**src/include/can_gcs_pkg.sv**
```systemverilog
// Package: register map, field positions, reset values and timing for global control/status
package can_gcs_pkg;
   // Byte addresses of the AXI4-Lite register words
   localparam logic [7:0] CTRL_OFFSET = 8'h00;
   localparam logic [7:0] STATUS_OFFSET = 8'haa;
   localparam logic [7:0] STATUS_ADDR = 8'ha8;
   localparam logic [7:0] IRQ_STATUS_ADDR = 8'h10;
   localparam logic [7:0] IRQ_MASK_ADDR = 8'h14;
   localparam logic [7:0] ERR_ADDR = 8'h18;
   // Control register fields
   localparam int CTRL_SOFT_GLOBAL_RESET_BIT = 0;
   localparam int CTRL_RUN_BIT = 1;
   localparam int CTRL_TEST_BIT = 2;
   localparam int CTRL_LISTEN_BIT = 3;
   localparam logic [7:0] CTRL_WRITE_MASK = 8'h0e;
   localparam logic [7:0] CTRL_RESET = 8'h00;
   // Status register fields
   localparam int STA_ERROR_PASSIVE_STATE_BIT = 0;
   localparam int STA_BUS_OFF_STATE_BIT = 1;
   localparam int STA_RUN_BIT = 2;
   localparam int STA_RX_BIT = 3;
   localparam int STA_TX_BIT = 4;
   localparam int STA_OVL_BIT = 6;
   localparam logic [7:0] STATUS_RESET = 8'h00;
   // Interrupt event bits
   localparam int IRQ_RUN_UP_BIT = 0;
   localparam int IRQ_RUN_DOWN_BIT = 1;
   localparam int IRQ_BUSOFF_BIT = 2;
   localparam int IRQ_ERROR_PASSIVE_STATE_BIT = 3;
   localparam int IRQ_WIDTH = 4;
   localparam logic [3:0] IRQ_RESET = 4'h0;
   // Start-up time of the protocol engine after enable
   localparam int START_PERIODS = 2;
   localparam logic [1:0] START_CYCLES = 2'(START_PERIODS);
   // AXI responses
   localparam logic [1:0] RESP_OKAY = 2'b00;
   localparam logic [1:0] RESP_SLVERR = 2'b10;
   // Run state machine
   typedef enum logic [3:0] {
      ST_STANDBY = 4'b0001,
      ST_STARTING = 4'b0010,
      ST_RUNNING = 4'b0100,
      ST_DRAINING = 4'b1000
   } run_state_t;
endpackage : can_gcs_pkg

```
**src/logic/can_run_control.sv**
```systemverilog
// Run/standby sequencer: start-up delay, drain on disable, clock gate
`timescale 1ns/100ps
module can_run_control
   import can_gcs_pkg::*;
(
   input wire logic core_clk,
   input wire logic ctlReset_n,
   input wire logic runEnable,
   input wire logic frameActive,
   output logic protoRunning,
   output logic canClkEnable
);
   import can_gcs_pkg::*;

   run_state_t state_r, state_nxt;
   logic [1:0] startCnt_r, startCnt_nxt;

   // Next state: standby -> starting -> running -> draining -> standby
   always_comb begin
      state_nxt = state_r;
      startCnt_nxt = startCnt_r;
      case (state_r)
         ST_STANDBY: begin
            startCnt_nxt = 2'h0;
            if (runEnable) begin
               state_nxt = ST_STARTING;
            end
         end
         ST_STARTING: begin
            startCnt_nxt = startCnt_r + 2'h1;
            if (!runEnable) begin
               state_nxt = ST_STANDBY;
            end else if (startCnt_r == START_CYCLES - 2'h1) begin
               state_nxt = ST_RUNNING;
            end
         end
         ST_RUNNING: begin
            if (!runEnable) begin
               state_nxt = ST_DRAINING;
            end
         end
         ST_DRAINING: begin
            // Ongoing frame is completed before freezing
            if (!frameActive) begin
               state_nxt = ST_STANDBY;
            end
         end
         default: begin
            state_nxt = ST_STANDBY;
         end
      endcase
   end

   always_ff @(posedge core_clk or negedge ctlReset_n) begin
      if (!ctlReset_n) begin
         state_r <= ST_STANDBY;
         startCnt_r <= 2'h0;
         protoRunning <= 1'b0;
         canClkEnable <= 1'b0;
      end else begin
         state_r <= state_nxt;
         startCnt_r <= startCnt_nxt;
         protoRunning <= (state_nxt == ST_RUNNING) || (state_nxt == ST_DRAINING);
         canClkEnable <= (state_nxt != ST_STANDBY);
      end
   end
endmodule : can_run_control

```
**src/logic/can_global_control_status.sv**
```systemverilog
// Top: CAN global control/status registers with AXI4-Lite slave and interrupt
//
// Functional notes
// - Run enable set starts controller and clock
// - Run enable clear finishes frame, then freezes
// - Standby drives recessive transmit output
// - Standby: receiver off, controller clock stopped
// - Registers stay accessible while disabled
// - Protocol engine starts two periods after enable
// - Self-clearing soft reset ORed with hardware
// - Reserved status bits indeterminate; never write
// - Overload flag during own overload frame
// - Running flag shows actual enabled state
// - Status fields read only
// - Control register resets to zero
// - Defined status bits reset to zero
`timescale 1ns/100ps
module can_global_control_status
   import can_gcs_pkg::*;
(
   input wire logic core_clk,
   input wire logic reset_n,
   input wire logic [31:0] s_axi_awaddr,
   input wire logic s_axi_awvalid,
   output logic s_axi_awready,
   input wire logic [31:0] s_axi_wdata,
   input wire logic [3:0] s_axi_wstrb,
   input wire logic s_axi_wvalid,
   output logic s_axi_wready,
   output logic [1:0] s_axi_bresp,
   output logic s_axi_bvalid,
   input wire logic s_axi_bready,
   input wire logic [31:0] s_axi_araddr,
   input wire logic s_axi_arvalid,
   output logic s_axi_arready,
   output logic [31:0] s_axi_rdata,
   output logic [1:0] s_axi_rresp,
   output logic s_axi_rvalid,
   input wire logic s_axi_rready,
   input wire logic canRxPin,
   input wire logic engineTxBit,
   input wire logic engineTxBusy,
   input wire logic engineRxBusy,
   input wire logic engineOverload,
   input wire logic engineBusOff,
   input wire logic engineErrPassive,
   input wire logic [7:0] engineTxErrCnt,
   input wire logic [7:0] engineRxErrCnt,
   output logic canTxPin,
   output logic canRxSample,
   output logic protoRun,
   output logic canClkEnable,
   output logic listenOnly,
   output logic testMode,
   output logic ctlReset_n,
   output logic irq
);
   import can_gcs_pkg::*;

   // ==========================================================
   // Reset combining
   // ==========================================================
   logic softReset_r;
   logic ctlRst_r;
   logic protoRunning;
   logic clkEn;

   // Soft reset ORed with hardware reset, registered so it is glitch free
   always_ff @(posedge core_clk or negedge reset_n) begin
      if (!reset_n) begin
         ctlRst_r <= 1'b0;
      end else begin
         ctlRst_r <= !softReset_r;
      end
   end
   assign ctlReset_n = ctlRst_r;

   // ==========================================================
   // Pin and engine input synchronisation
   // ==========================================================
   logic [1:0] rxSync_r;
   logic [5:0] engSync1_r, engSync2_r;
   wire logic [5:0] engRaw = {engineOverload, engineTxBusy, engineRxBusy, 1'b0,
                             engineBusOff, engineErrPassive};

   // Two stages before any logic reads the pin
   always_ff @(posedge core_clk or negedge reset_n) begin
      if (!reset_n) begin
         rxSync_r <= 2'b11;
         engSync1_r <= 6'h00;
         engSync2_r <= 6'h00;
      end else begin
         rxSync_r <= {rxSync_r[0], canRxPin};
         engSync1_r <= engRaw;
         engSync2_r <= engSync1_r;
      end
   end

   // ==========================================================
   // Control register
   // ==========================================================
   logic [7:0] ctrl_r, ctrl_nxt;
   logic [7:0] status_r, status_nxt;
   logic [IRQ_WIDTH-1:0] irqStat_r, irqStat_nxt, irqMask_r, irqMask_nxt;
   logic wrCtrl, wrMask, wrIrqClr;
   logic [7:0] wrByte;

   // Write picks: only writable bits stored; soft reset bit self clears
   assign ctrl_nxt = wrCtrl ? (wrByte & CTRL_WRITE_MASK) : ctrl_r;

   always_ff @(posedge core_clk or negedge ctlReset_n) begin
      if (!ctlReset_n) begin
         ctrl_r <= CTRL_RESET;
      end else begin
         ctrl_r <= ctrl_nxt;
      end
   end

   // Soft reset pulse lives one cycle only, loaded from the single-cycle control write strobe
   always_ff @(posedge core_clk or negedge reset_n) begin
      if (!reset_n) begin
         softReset_r <= 1'b0;
      end else begin
         softReset_r <= wrCtrl && wrByte[CTRL_SOFT_GLOBAL_RESET_BIT];
      end
   end

   // ==========================================================
   // Run sequencer
   // ==========================================================
   can_run_control runCtl (
      .core_clk(core_clk),
      .ctlReset_n(ctlReset_n),
      .runEnable(ctrl_r[CTRL_RUN_BIT]),
      .frameActive(engSync2_r[4] | engSync2_r[3]),
      .protoRunning(protoRunning),
      .canClkEnable(clkEn)
   );

   // ==========================================================
   // Pin drive and mode outputs
   // ==========================================================
   wire logic txDominantAllowed = protoRunning && !ctrl_r[CTRL_LISTEN_BIT];
   wire logic txNext = txDominantAllowed ? engineTxBit : 1'b1;

   always_ff @(posedge core_clk or negedge ctlReset_n) begin
      if (!ctlReset_n) begin
         canTxPin <= 1'b1;
         canRxSample <= 1'b1;
         protoRun <= 1'b0;
         canClkEnable <= 1'b0;
         listenOnly <= 1'b0;
         testMode <= 1'b0;
      end else begin
         canTxPin <= txNext;
         canRxSample <= protoRunning ? rxSync_r[1] : 1'b1;
         protoRun <= protoRunning;
         canClkEnable <= clkEn;
         listenOnly <= ctrl_r[CTRL_LISTEN_BIT];
         testMode <= ctrl_r[CTRL_TEST_BIT];
      end
   end

   // ==========================================================
   // Status register
   // ==========================================================
   // Hardware-owned: software writes never reach it; reserved bits read zero
   always_comb begin
      status_nxt = STATUS_RESET;
      status_nxt[STA_OVL_BIT] = engSync2_r[5];
      status_nxt[STA_TX_BIT] = engSync2_r[4];
      status_nxt[STA_RX_BIT] = engSync2_r[3];
      status_nxt[STA_RUN_BIT] = protoRunning;
      status_nxt[STA_BUS_OFF_STATE_BIT] = engSync2_r[1];
      status_nxt[STA_ERROR_PASSIVE_STATE_BIT] = engSync2_r[0];
   end

   always_ff @(posedge core_clk or negedge ctlReset_n) begin
      if (!ctlReset_n) begin
         status_r <= STATUS_RESET;
      end else begin
         status_r <= status_nxt;
      end
   end

   // ==========================================================
   // Interrupts
   // ==========================================================
   // Events: run up/down edges, bus-off and error-passive entry. Set wins.
   wire logic [IRQ_WIDTH-1:0] irqEvent = {
      status_nxt[STA_ERROR_PASSIVE_STATE_BIT] & ~status_r[STA_ERROR_PASSIVE_STATE_BIT],
      status_nxt[STA_BUS_OFF_STATE_BIT] & ~status_r[STA_BUS_OFF_STATE_BIT],
      ~status_nxt[STA_RUN_BIT] & status_r[STA_RUN_BIT],
      status_nxt[STA_RUN_BIT] & ~status_r[STA_RUN_BIT]};
   wire logic [IRQ_WIDTH-1:0] irqClr = wrIrqClr ? wrByte[IRQ_WIDTH-1:0] : IRQ_RESET;
   assign irqStat_nxt = (irqStat_r & ~irqClr) | irqEvent;
   assign irqMask_nxt = wrMask ? wrByte[IRQ_WIDTH-1:0] : irqMask_r;

   always_ff @(posedge core_clk or negedge ctlReset_n) begin
      if (!ctlReset_n) begin
         irqStat_r <= IRQ_RESET;
         irqMask_r <= IRQ_RESET;
         irq <= 1'b0;
      end else begin
         irqStat_r <= irqStat_nxt;
         irqMask_r <= irqMask_nxt;
         irq <= |(irqStat_nxt & irqMask_nxt);
      end
   end

   // ==========================================================
   // AXI4-Lite slave
   // ==========================================================
   // Word-aligned decode used on both channels
   function automatic logic [7:0] word_addr(input logic [31:0] a);
      word_addr = {a[7:2], 2'b00};
   endfunction : word_addr

   function automatic logic addr_known(input logic [7:0] w);
      addr_known = (w == CTRL_OFFSET) || (w == STATUS_ADDR) || (w == IRQ_STATUS_ADDR)
                   || (w == IRQ_MASK_ADDR) || (w == ERR_ADDR);
   endfunction : addr_known

   logic awHeld_r, wHeld_r;
   logic [7:0] awAddr_r;
   logic [31:0] wData_r;
   logic [3:0] wStrb_r;

   wire logic awTake = s_axi_awvalid && s_axi_awready;
   wire logic wTake = s_axi_wvalid && s_axi_wready;
   wire logic doWrite = awHeld_r && wHeld_r && !s_axi_bvalid;
   wire logic [7:0] wrWord = awAddr_r;
   wire logic laneOk = wStrb_r[0];
   assign wrByte = wData_r[7:0];
   assign wrCtrl = doWrite && laneOk && (wrWord == CTRL_OFFSET);
   assign wrMask = doWrite && laneOk && (wrWord == IRQ_MASK_ADDR);
   assign wrIrqClr = doWrite && laneOk && (wrWord == IRQ_STATUS_ADDR);

   // Write channels captured independently, answered once both are in
   always_ff @(posedge core_clk or negedge reset_n) begin
      if (!reset_n) begin
         awHeld_r <= 1'b0;
         wHeld_r <= 1'b0;
         awAddr_r <= 8'h00;
         wData_r <= 32'h0000_0000;
         wStrb_r <= 4'h0;
         s_axi_awready <= 1'b0;
         s_axi_wready <= 1'b0;
         s_axi_bvalid <= 1'b0;
         s_axi_bresp <= RESP_OKAY;
      end else begin
         s_axi_awready <= !awHeld_r && !awTake;
         s_axi_wready <= !wHeld_r && !wTake;
         if (awTake) begin
            awHeld_r <= 1'b1;
            awAddr_r <= word_addr(s_axi_awaddr);
         end
         if (wTake) begin
            wHeld_r <= 1'b1;
            wData_r <= s_axi_wdata;
            wStrb_r <= s_axi_wstrb;
         end
         if (doWrite) begin
            awHeld_r <= 1'b0;
            wHeld_r <= 1'b0;
            s_axi_bvalid <= 1'b1;
            s_axi_bresp <= addr_known(wrWord) ? RESP_OKAY : RESP_SLVERR;
         end else if (s_axi_bvalid && s_axi_bready) begin
            s_axi_bvalid <= 1'b0;
         end
      end
   end

   wire logic arTake = s_axi_arvalid && s_axi_arready;
   wire logic [7:0] rdWord = word_addr(s_axi_araddr);
   wire logic [31:0] rdMux =
      (rdWord == CTRL_OFFSET) ? {24'h000000, ctrl_r} :
      (rdWord == STATUS_ADDR) ? {8'h00, status_r, 16'h0000} :
      (rdWord == IRQ_STATUS_ADDR) ? {28'h0000000, irqStat_r} :
      (rdWord == IRQ_MASK_ADDR) ? {28'h0000000, irqMask_r} :
      (rdWord == ERR_ADDR) ? {16'h0000, engineRxErrCnt, engineTxErrCnt} : 32'h0000_0000;

   // Read answered one cycle after the address is taken
   always_ff @(posedge core_clk or negedge reset_n) begin
      if (!reset_n) begin
         s_axi_arready <= 1'b0;
         s_axi_rvalid <= 1'b0;
         s_axi_rdata <= 32'h0000_0000;
         s_axi_rresp <= RESP_OKAY;
      end else begin
         s_axi_arready <= !s_axi_rvalid && !arTake;
         if (arTake) begin
            s_axi_rvalid <= 1'b1;
            s_axi_rdata <= rdMux;
            s_axi_rresp <= addr_known(rdWord) ? RESP_OKAY : RESP_SLVERR;
         end else if (s_axi_rvalid && s_axi_rready) begin
            s_axi_rvalid <= 1'b0;
         end
      end
   end
endmodule : can_global_control_status

```
**config.mk**
```make
export PLATFORM = sky130hd
export DESIGN_NAME = can_global_control_status
export DESIGN_NICKNAME = d
export VERILOG_FILES = /design/src/include/can_gcs_pkg.sv /design/src/logic/can_run_control.sv /design/src/logic/can_global_control_status.sv
export SDC_FILE = /design/constraint.sdc
export NUM_CORES = 1
export LEC_CHECK = 0
export ABC_AREA = 1
export BUFFER_PORTS_ARGS = -buffer_cell sky130_fd_sc_hd__buf_2
export CAP_MARGIN = 25
export CORE_MARGIN = 5
export CORE_UTILIZATION = 49
export CTS_CLUSTER_DIAMETER = 50
export DETAILED_ROUTE_END_ITERATION = 10
export HOLD_SLACK_MARGIN = 0.05
export PLACE_DENSITY = 0.85
export SYNTH_ARGS = -nofsm -noshare
export SYNTH_HDL_FRONTEND = slang
export SYNTH_SLANG_ARGS = --single-unit
```
**constraint.sdc**
```tcl
create_clock -name core_clk -period 3.35 [get_ports core_clk]
set_input_delay 0.335 -clock core_clk [delete_from_list [all_inputs] [get_ports core_clk]]
set_output_delay 0.335 -clock core_clk [all_outputs]
set_load 0.005 [all_outputs]
```
==> results of run 1 <==
-- sequential cells by signal, summed over array words and instances (netlist names), 2 cells and up --
signal             flops
awAddr_r               6
ctrl_r                 3
engSync1_r             5
engSync2_r             5
irqMask_r              4
irqStat_r              4
runCtl.startCnt_r      2
runCtl.state_r         4
rxSync_r               2
s_axi_rdata           22
status_r               6
wData_r                4
-- power by group --
part | switching [mW] | total (mW) | internal [mW]
combinational | 0.353 | 0.564 | 0.210
sequential | 0.148 | 1.40 | 1.26
clock | 0.376 | 0.820 | 0.444
-- logic make-up after synthesis --
kind of cell	synth area share
and+or+nand+nor	0.2184
DFF	0.6208
buffers and inverters	0.08787
AOI/OAI and AO/OA	0.06831
adders and majority gates	0.003557
other	0.001066
-- routing by layer --
layer,part of all wire,vias to the layer above
li1,-,1314
met1,0.42,1249
met2,0.48,85
met3,0.083,11
met4,0.018,0
met5,0,-
-- cell type report --
class	instances	area [um^2]	area share
clock inverter	6	92.59	0.02190
clock buffer	10	137.6	0.03255
timing repair buffer	86	440.4	0.1042
inverter	50	187.7	0.04439
tap	96	120.1	0.02841
sequential	87	2183	0.5164
multi-input combinational	223	1066	0.2521
-- final timing paths --
kind	endpoint	slack, ps	cells past startpoint
max in group asynchronous	engSync1_r[1]	1990	3
worst max-delay path	s_axi_rdata[22]	1260	4
worst min register to register	listenOnly	50	0
worst min-delay path	listenOnly	50	0
min in group core_clk	rxSync_r[0]	70	1
worst max register to register	s_axi_rdata[22]	1260	4
-- placed cells by master, fill, tap and decap left out, types with 3 or more instances in the layout --
master	synthesis	layout
o21ai_0	27	27
nor3_1	4	4
conb_1	1	12
clkbuf_8	0	10
a21oi_1	4	4
o21ai_2	3	3
nor2_1	24	24
nand2_1	101	101
nor2_2	3	3
dfstp_2	5	5
nand3_1	21	21
buf_2	1	83
inv_1	49	49
dfrtp_1	82	82
-- critical path: stages, from the launching register on --
cell	delay, ps
dfrtp_1	350
nand2_1	450
inv_1	650
nand3b_1	320
o21ai_0	230
==> metrics.md, run 1 <==
| Metric | Value |
|---|---|
| DP Worst Slack | `around 1200 ps` |
| Critical path launch point type | `register` |
| Max clock buf depth | `2` |
| Clock sinks | `between 80 and 90` |
| Peak fanout along the critical path | `24` |
| Worst-Skew Late Latency | `approximately 360 ps` |
| WS Path Type | `reg2reg` |
| Gpl congestion | `~0.83` |
| Grt met3 use | `0.04542` |
| Chip Height | `94.72 um` |
| Final Core Density | `0.6121` |
| Final Power | `about 2.8 mW` |
| Initial antenna violation count | `0` |
| Period minus WS final | `roughly 2100 ps` |
| Post-DR vias/cell | `4.765` |
| Crit path DAT | `around 2400 ps` |
| Top Ports | `approximately 180` |
| Share of cells above drive strength 1 | `0.2641` |
| Clk slew on worst S/H paths | `90 ps` |
| Via count | `2659` |
| Cell area after synthesis | `between 3000 and 4000 um^2` |
| Post-route ant nets | `0` |
| Final instance area | `around 4200 um^2` |
| P_leak | `~2.3 nW` |
| Yosys cell types | `35` |
| Die Area | `roughly 9000 um^2` |
| Syn Inst Count | `368` |
| Synth Area per Inst | `roughly 9.6 um^2` |
| Final Hold Viols | `0` |
| Top Usage Layer GRT | `met2` |
| ANT cells | `0` |
| Warning count from the yosys run | `0` |
| Worst r2r src | `s_axi_arready` |
| GR Util met2 | `0.2854` |
| Pre-Repair DR Iteration Count | `4` |
| Placed Instances | `~540` |
| Post-synth top area cell | `dfrtp_1` |
| Unrepaired setup endpoints after global routing | `no` |
| Most frequent cell after synthesis | `nand2_1` |
| Register area share after synthesis | `0.6208` |
| Setup slack after layout | `1264 ps` |
| Power density over cell area | `~660 nW/um^2` |
| Port buffer count | `83` |
| Final setup violation count | `0` |
| Die Wd | `approximately 95 um` |
| Initial core utilization | `0.5092` |
| Filler cell count | `between 500 and 600` |
| GRT Resource Usage Total | `0.1772` |
| Clk_skew | `between 6 and 7 ps` |
| FP Rows | `30` |
| First-pass GRT wire length | `between 10000 and 15000 um` |
| Fmax | `about 480 MHz` |
| Status | `complete, no violations` |
| Ys async rst share | `1.000` |
| Slew Limit Headroom | `0.4887` |
| Layout Cells excl Fill | `558` |
| EDFF count, synth | `0` |
| Ranking of synthesized cells by area | `dfrtp_1 (58%), nand2_1 (11%), inv_1 (5.2%), o21ai_0 (3.8%), dfstp_2 (3.7%)` |
| DR DRC count | `0` |
| Pin count of the biggest net entering global routing | `34` |
| CP required | `roughly 3600 ps` |
| Core ar. | `a little under 7000 um^2` |
| Worst hold path class | `reg2async` |
| Clock root buffer | `clkbuf_8` |
| Placement Cell Area | `about 4000 um^2` |
| Synthesized flop and latch total | `87` |
| Final #Nets | `a little under 600` |
| Max Slew Vio Count | `0` |
| Area growth, synth to finish | `20.21%` |
| CTS H-tree depth | `3` |
| Hold Slack | `54.29 ps` |
| Max-cap violation count | `0` |
| Slew of the pin with the lowest slew margin | `between 700 and 800 ps` |
| Hold-fix buffers, CTS | `1` |
| Drt initial violations | `93` |
| Setup_tns | `0 ps` |
| TritonCTS buffer count | `9` |
| Post-CTS Setup Repair Bufs | `0` |
| Kind of end point of the critical path | `register` |
| Resized cells post-CTS | `0` |
| Most frequent cells after synthesis | `nand2_1 (101), dfrtp_1 (82), inv_1 (49), o21ai_0 (27), nor2_1 (24)` |
| Congestion Overflow GR | `0` |
| Most used DFF post-synth | `dfrtp_1` |
| Final period utilization | `0.6227` |
| Vias in the first global route | `roughly 2.7k` |
| Crit path from | `s_axi_arready` |
| Synth top area share | `0.5834` |
| CTS tree | `built` |
| Met1 Usage GRT | `0.2262` |
| Maximum VDD drop | `approximately 400 uV` |
| Half-perimeter wire length after placement | `about 5600 um` |
| WL final | `between 7000 and 8000 um` |
| Routed len/inst | `about 13 um` |
Power figures use the tool's default switching activity.
==> run 2: changes to the inputs <==
- ABC_AREA: 1 -> 0
- CORE_UTILIZATION: 49 -> 41
- PLACE_DENSITY: 0.85 -> 0.76
- clock period: 3.35 -> 1.8 ns (I/O delays scaled with it)
==> metrics.md, run 2 <==
| Metric | Value |
|---|---|
| Status | `complete, but fails checks (was complete, no violations)` |
| Failing checks | `setup timing` |
| Filler cell count | `736 (was 599)` |
| Port buffer count | `83 (unchanged)` |
| Ys async rst share | `1.000 (unchanged)` |
| Vias in the first global route | `2745 (was 2651)` |
| Met1 wire length | `3394 um (was 3106 um)` |
| Final Power | `5.562 mW (was 2.787 mW)` |
| Synth top area share | `0.5767 (was 0.5834)` |
| Worst-Skew Late Latency | `350 ps (was 360 ps)` |
| Cell area after synthesis | `3558 um^2 (was 3517 um^2)` |
| Most frequent cells after synthesis | `dfrtp_1 (82), nand2_1 (20), a22o_1 (19), buf_4 (13), nor2_1 (13) (was nand2_1 (101), dfrtp_1 (82), inv_1 (49), o21ai_0 (27), nor2_1 (24))` |
| Final setup violation count | `1 (was 0)` |
| CTS tree | `built (unchanged)` |
| Most frequent cell after synthesis | `dfrtp_1 (was nand2_1)` |
| Largest register FFs | `22 (unchanged)` |
| Top Ports | `179 (unchanged)` |
| Final #Nets | `552 (was 588)` |
| Initial core utilization | `0.4141 (was 0.5092)` |
| Crit path max-delay cell type | `or4b_1 (was inv_1)` |
| Routed len/inst | `15.34 um (was 13.20 um)` |
| Share of cells above drive strength 1 | `0.3685 (was 0.2641)` |
| Via count | `2697 (was 2659)` |
| Synth Area per Inst | `12.62 um^2 (was 9.557 um^2)` |
| Post-route ant nets | `0 (unchanged)` |
| Register area share after synthesis | `0.6136 (was 0.6208)` |
| Die Wd | `103.2 um (was 94.72 um)` |
| EDFF count, synth | `0 (unchanged)` |
| Period minus WS final | `2006 ps (was 2086 ps)` |
| Congestion Overflow GR | `0 (unchanged)` |
| Max-cap violation count | `0 (unchanged)` |
| Slew of the pin with the lowest slew margin | `743.1 ps (was 765.0 ps)` |
| Most frequent cells in the layout | `buf_2 (83), dfrtp_1 (82), dlygate4sd3_1 (28) (was nand2_1 (101), buf_2 (83), dfrtp_1 (82))` |
| Clk_skew | `9.398 ps (was 6.390 ps)` |
| WP buf/inv | `1 (unchanged)` |
| Critical path launch point type | `register (unchanged)` |
| WL final | `8194 um (was 7366 um)` |
| Area occupied by registers | `2183 um^2 (unchanged)` |
| Clock root buffer | `clkbuf_8 (unchanged)` |
| Gpl congestion | `0.9389 (was 0.8325)` |
| Worst r2r src | `awAddr_r[7] (was s_axi_arready)` |
| Synth Area in Simple Gates | `0.1287 (was 0.2184)` |
| Warning count from the yosys run | `0 (unchanged)` |
| Yosys cell types | `54 (was 35)` |
| Slew Limit Headroom | `0.5024 (was 0.4887)` |
| DP Worst Slack | `-223.6 ps (was 1186 ps)` |
| Main combinational cell family by area after synthesis | `compound AO/OA/AOI/OAI gates (was simple AND/OR/NAND/NOR gates)` |
| Clk slew on worst S/H paths | `100 ps (was 90 ps)` |
| Biggest regs | `s_axi_rdata x22, awAddr_r x6, status_r x6 (unchanged)` |
| Post-Synth Adder-Cell Area | `0.006329 (was 0.003557)` |
| Die Area | `10640 um^2 (was 8972 um^2)` |
| Area occupied by multi-input gates | `1262 um^2 (was 1066 um^2)` |
| FP Rows | `34 (was 30)` |
| Syn Inst Count | `282 (was 368)` |
| TritonCTS buffer count | `9 (unchanged)` |
| Post-synth top area cell | `dfrtp_1 (unchanged)` |
| Top Layer Used | `met4 (unchanged)` |
| Biggest register | `s_axi_rdata (unchanged)` |
| Post-synthesis mux area share | `0.05591 (was 0)` |
| Final Core Density | `0.5553 (was 0.6121)` |
| Post-DR vias/cell | `5.051 (was 4.765)` |
| Most used DFF post-synth | `dfrtp_1 (unchanged)` |
| Layout Cells excl Fill | `534 (was 558)` |
| Min-delay src | `engineTxErrCnt[6]` |
| Unrepaired setup endpoints after global routing | `yes (was no)` |
| Crit path largest cell delay | `520 ps (was 650 ps)` |
| Crit path DAT | `2240 ps (was 2370 ps)` |
| Worst hold path class | `in2reg (was reg2async)` |
| Power density over cell area | `1166 nW/um^2 (was 659.2 nW/um^2)` |
| Ranking of synthesized cells by area | `dfrtp_1 (58%), a22o_1 (4.7%), dfstp_2 (3.7%), mux2_2 (3.5%), buf_4 (2.7%) (was dfrtp_1 (58%), nand2_1 (11%), inv_1 (5.2%), o21ai_0 (3.8%), dfstp_2 (3.7%))` |
| GRT Resource Usage Total | `0.1610 (was 0.1772)` |
| Peak fanout along the critical path | `8 (was 24)` |
| WS Path Type | `reg2reg (unchanged)` |
| Compound-gate portion of the synthesized area | `0.1435 (was 0.06830)` |
| Maximum VDD drop | `648.2 uV (was 398.9 uV)` |
| Core ar. | `8593 um^2 (was 6907 um^2)` |
| Xor/xnor share of the synthesized area | `0 (unchanged)` |
| Crit path from | `awAddr_r[7] (was s_axi_arready)` |
| Max clock buf depth | `2 (unchanged)` |
| Pre-Repair DR Iteration Count | `4 (unchanged)` |
| ANT cells | `0 (unchanged)` |
| Initial antenna violation count | `0 (unchanged)` |
| Synthesized flop and latch total | `87 (unchanged)` |
| CTS H-tree depth | `3 (unchanged)` |
| Pin count of the biggest net entering global routing | `32 (was 34)` |
| P_leak | `2.325 nW (was 2.265 nW)` |
| CP cell instances | `or4b_1 -> buf_6 -> nor3_4 -> mux2_4 -> a2111o_1 (was nand2_1 -> inv_1 -> nand3b_1 -> o21ai_0)` |
| Area growth, synth to finish | `34.11% (was 20.21%)` |
| Fmax | `498.4 MHz (was 479.4 MHz)` |
| Kind of end point of the critical path | `register (unchanged)` |
| CP required | `2030 ps (was 3630 ps)` |
| DR DRC count | `0 (unchanged)` |
| Setup slack after layout | `-206.4 ps (was 1264 ps)` |
| Drt initial violations | `158 (was 93)` |
| Chip Height | `103.2 um (was 94.72 um)` |
| First-pass GRT wire length | `13250 um (was 12330 um)` |
| Clock sinks | `87 (unchanged)` |
| Placed Instances | `489 (was 541)` |
| WL met3 | `514 um (was 608 um)` |
| Final period utilization | `1.115 (was 0.6227)` |
| Commonest non-fill, non-tap cell in the layout | `buf_2 (was nand2_1)` |
| Max Slew Vio Count | `0 (unchanged)` |
| Final Hold Viols | `0 (unchanged)` |
| Delay-heaviest family, CP | `simple AND/OR/NAND/NOR gates (unchanged)` |
| Routed wl met2 | `4094 um (was 3520 um)` |
| Half-perimeter wire length after placement | `6031 um (was 5607 um)` |
run 2: metal layers:
metal / vias to the layer above / track usage
met2: 97 / 0.2699
met5: - / 0
met1: 1309 / 0.1998
met3: 14 / 0.03518
li1: 1277 / -
met4: 0 / 0.07072
run 2: final cells by class:
cell class,instances,area share
well taps,108,0.02832
multi-input cells,171,0.2646
inverters,13,0.01023
clock buffers,10,0.02674
clock inverters,6,0.01678
flip-flops and latches,87,0.4575
repair buffers,139,0.1959
run 2: logic make-up after synthesis:
group                    Yosys count
flip-flops                        87
AND/OR/NAND/NOR                   81
multiplexers                      18
adder cells (fa/ha/maj)            2
AO/OA/AOI/OAI                     58
other                              1
buffers and inverters             35
run 2: what timing repair did:
action,in CTS,in global routing
hold endpoints to repair,41,1
gates resized for setup,3,1
hold buffers,27,1
setup buffers,1,0
setup endpoints to repair,4,1
run 2: metrics by stage:
| stage | hold slack, ps | instance area, um^2 | TNS, ps |
|---|---|---|---|
| after floorplan | -115.6 | 3618 | -172.2 |
| after global placement | 143.5 | 4260 | -1875 |
| after detailed placement | 150.3 | 4260 | -2340 |
| after CTS | 51.82 | 4757 | -201.0 |
| after global routing | 50.57 | 4772 | -257.5 |
| final | 61.88 | 4772 | -206.4 |
run 2: power by group:
| group | internal (mW) | total [mW] | switching, mW |
|---|---|---|---|
| Sequential | 2.34 | 2.62 | 0.282 |
| Clock | 0.663 | 1.38 | 0.720 |
| Combinational | 0.814 | 1.55 | 0.740 |
run 2: final timing paths:
path / end / slack, ps / depth (start not counted)
setup / recovery: irq / -210 / 5
hold / removal: s_axi_rdata[6] / 60 / 2
setup reg to reg: irq / -210 / 5
hold reg to reg: listenOnly / 300 / 1
max in group asynchronous: engSync2_r[5] / 970 / 3
min in group asynchronous: s_axi_bvalid / 300 / 2
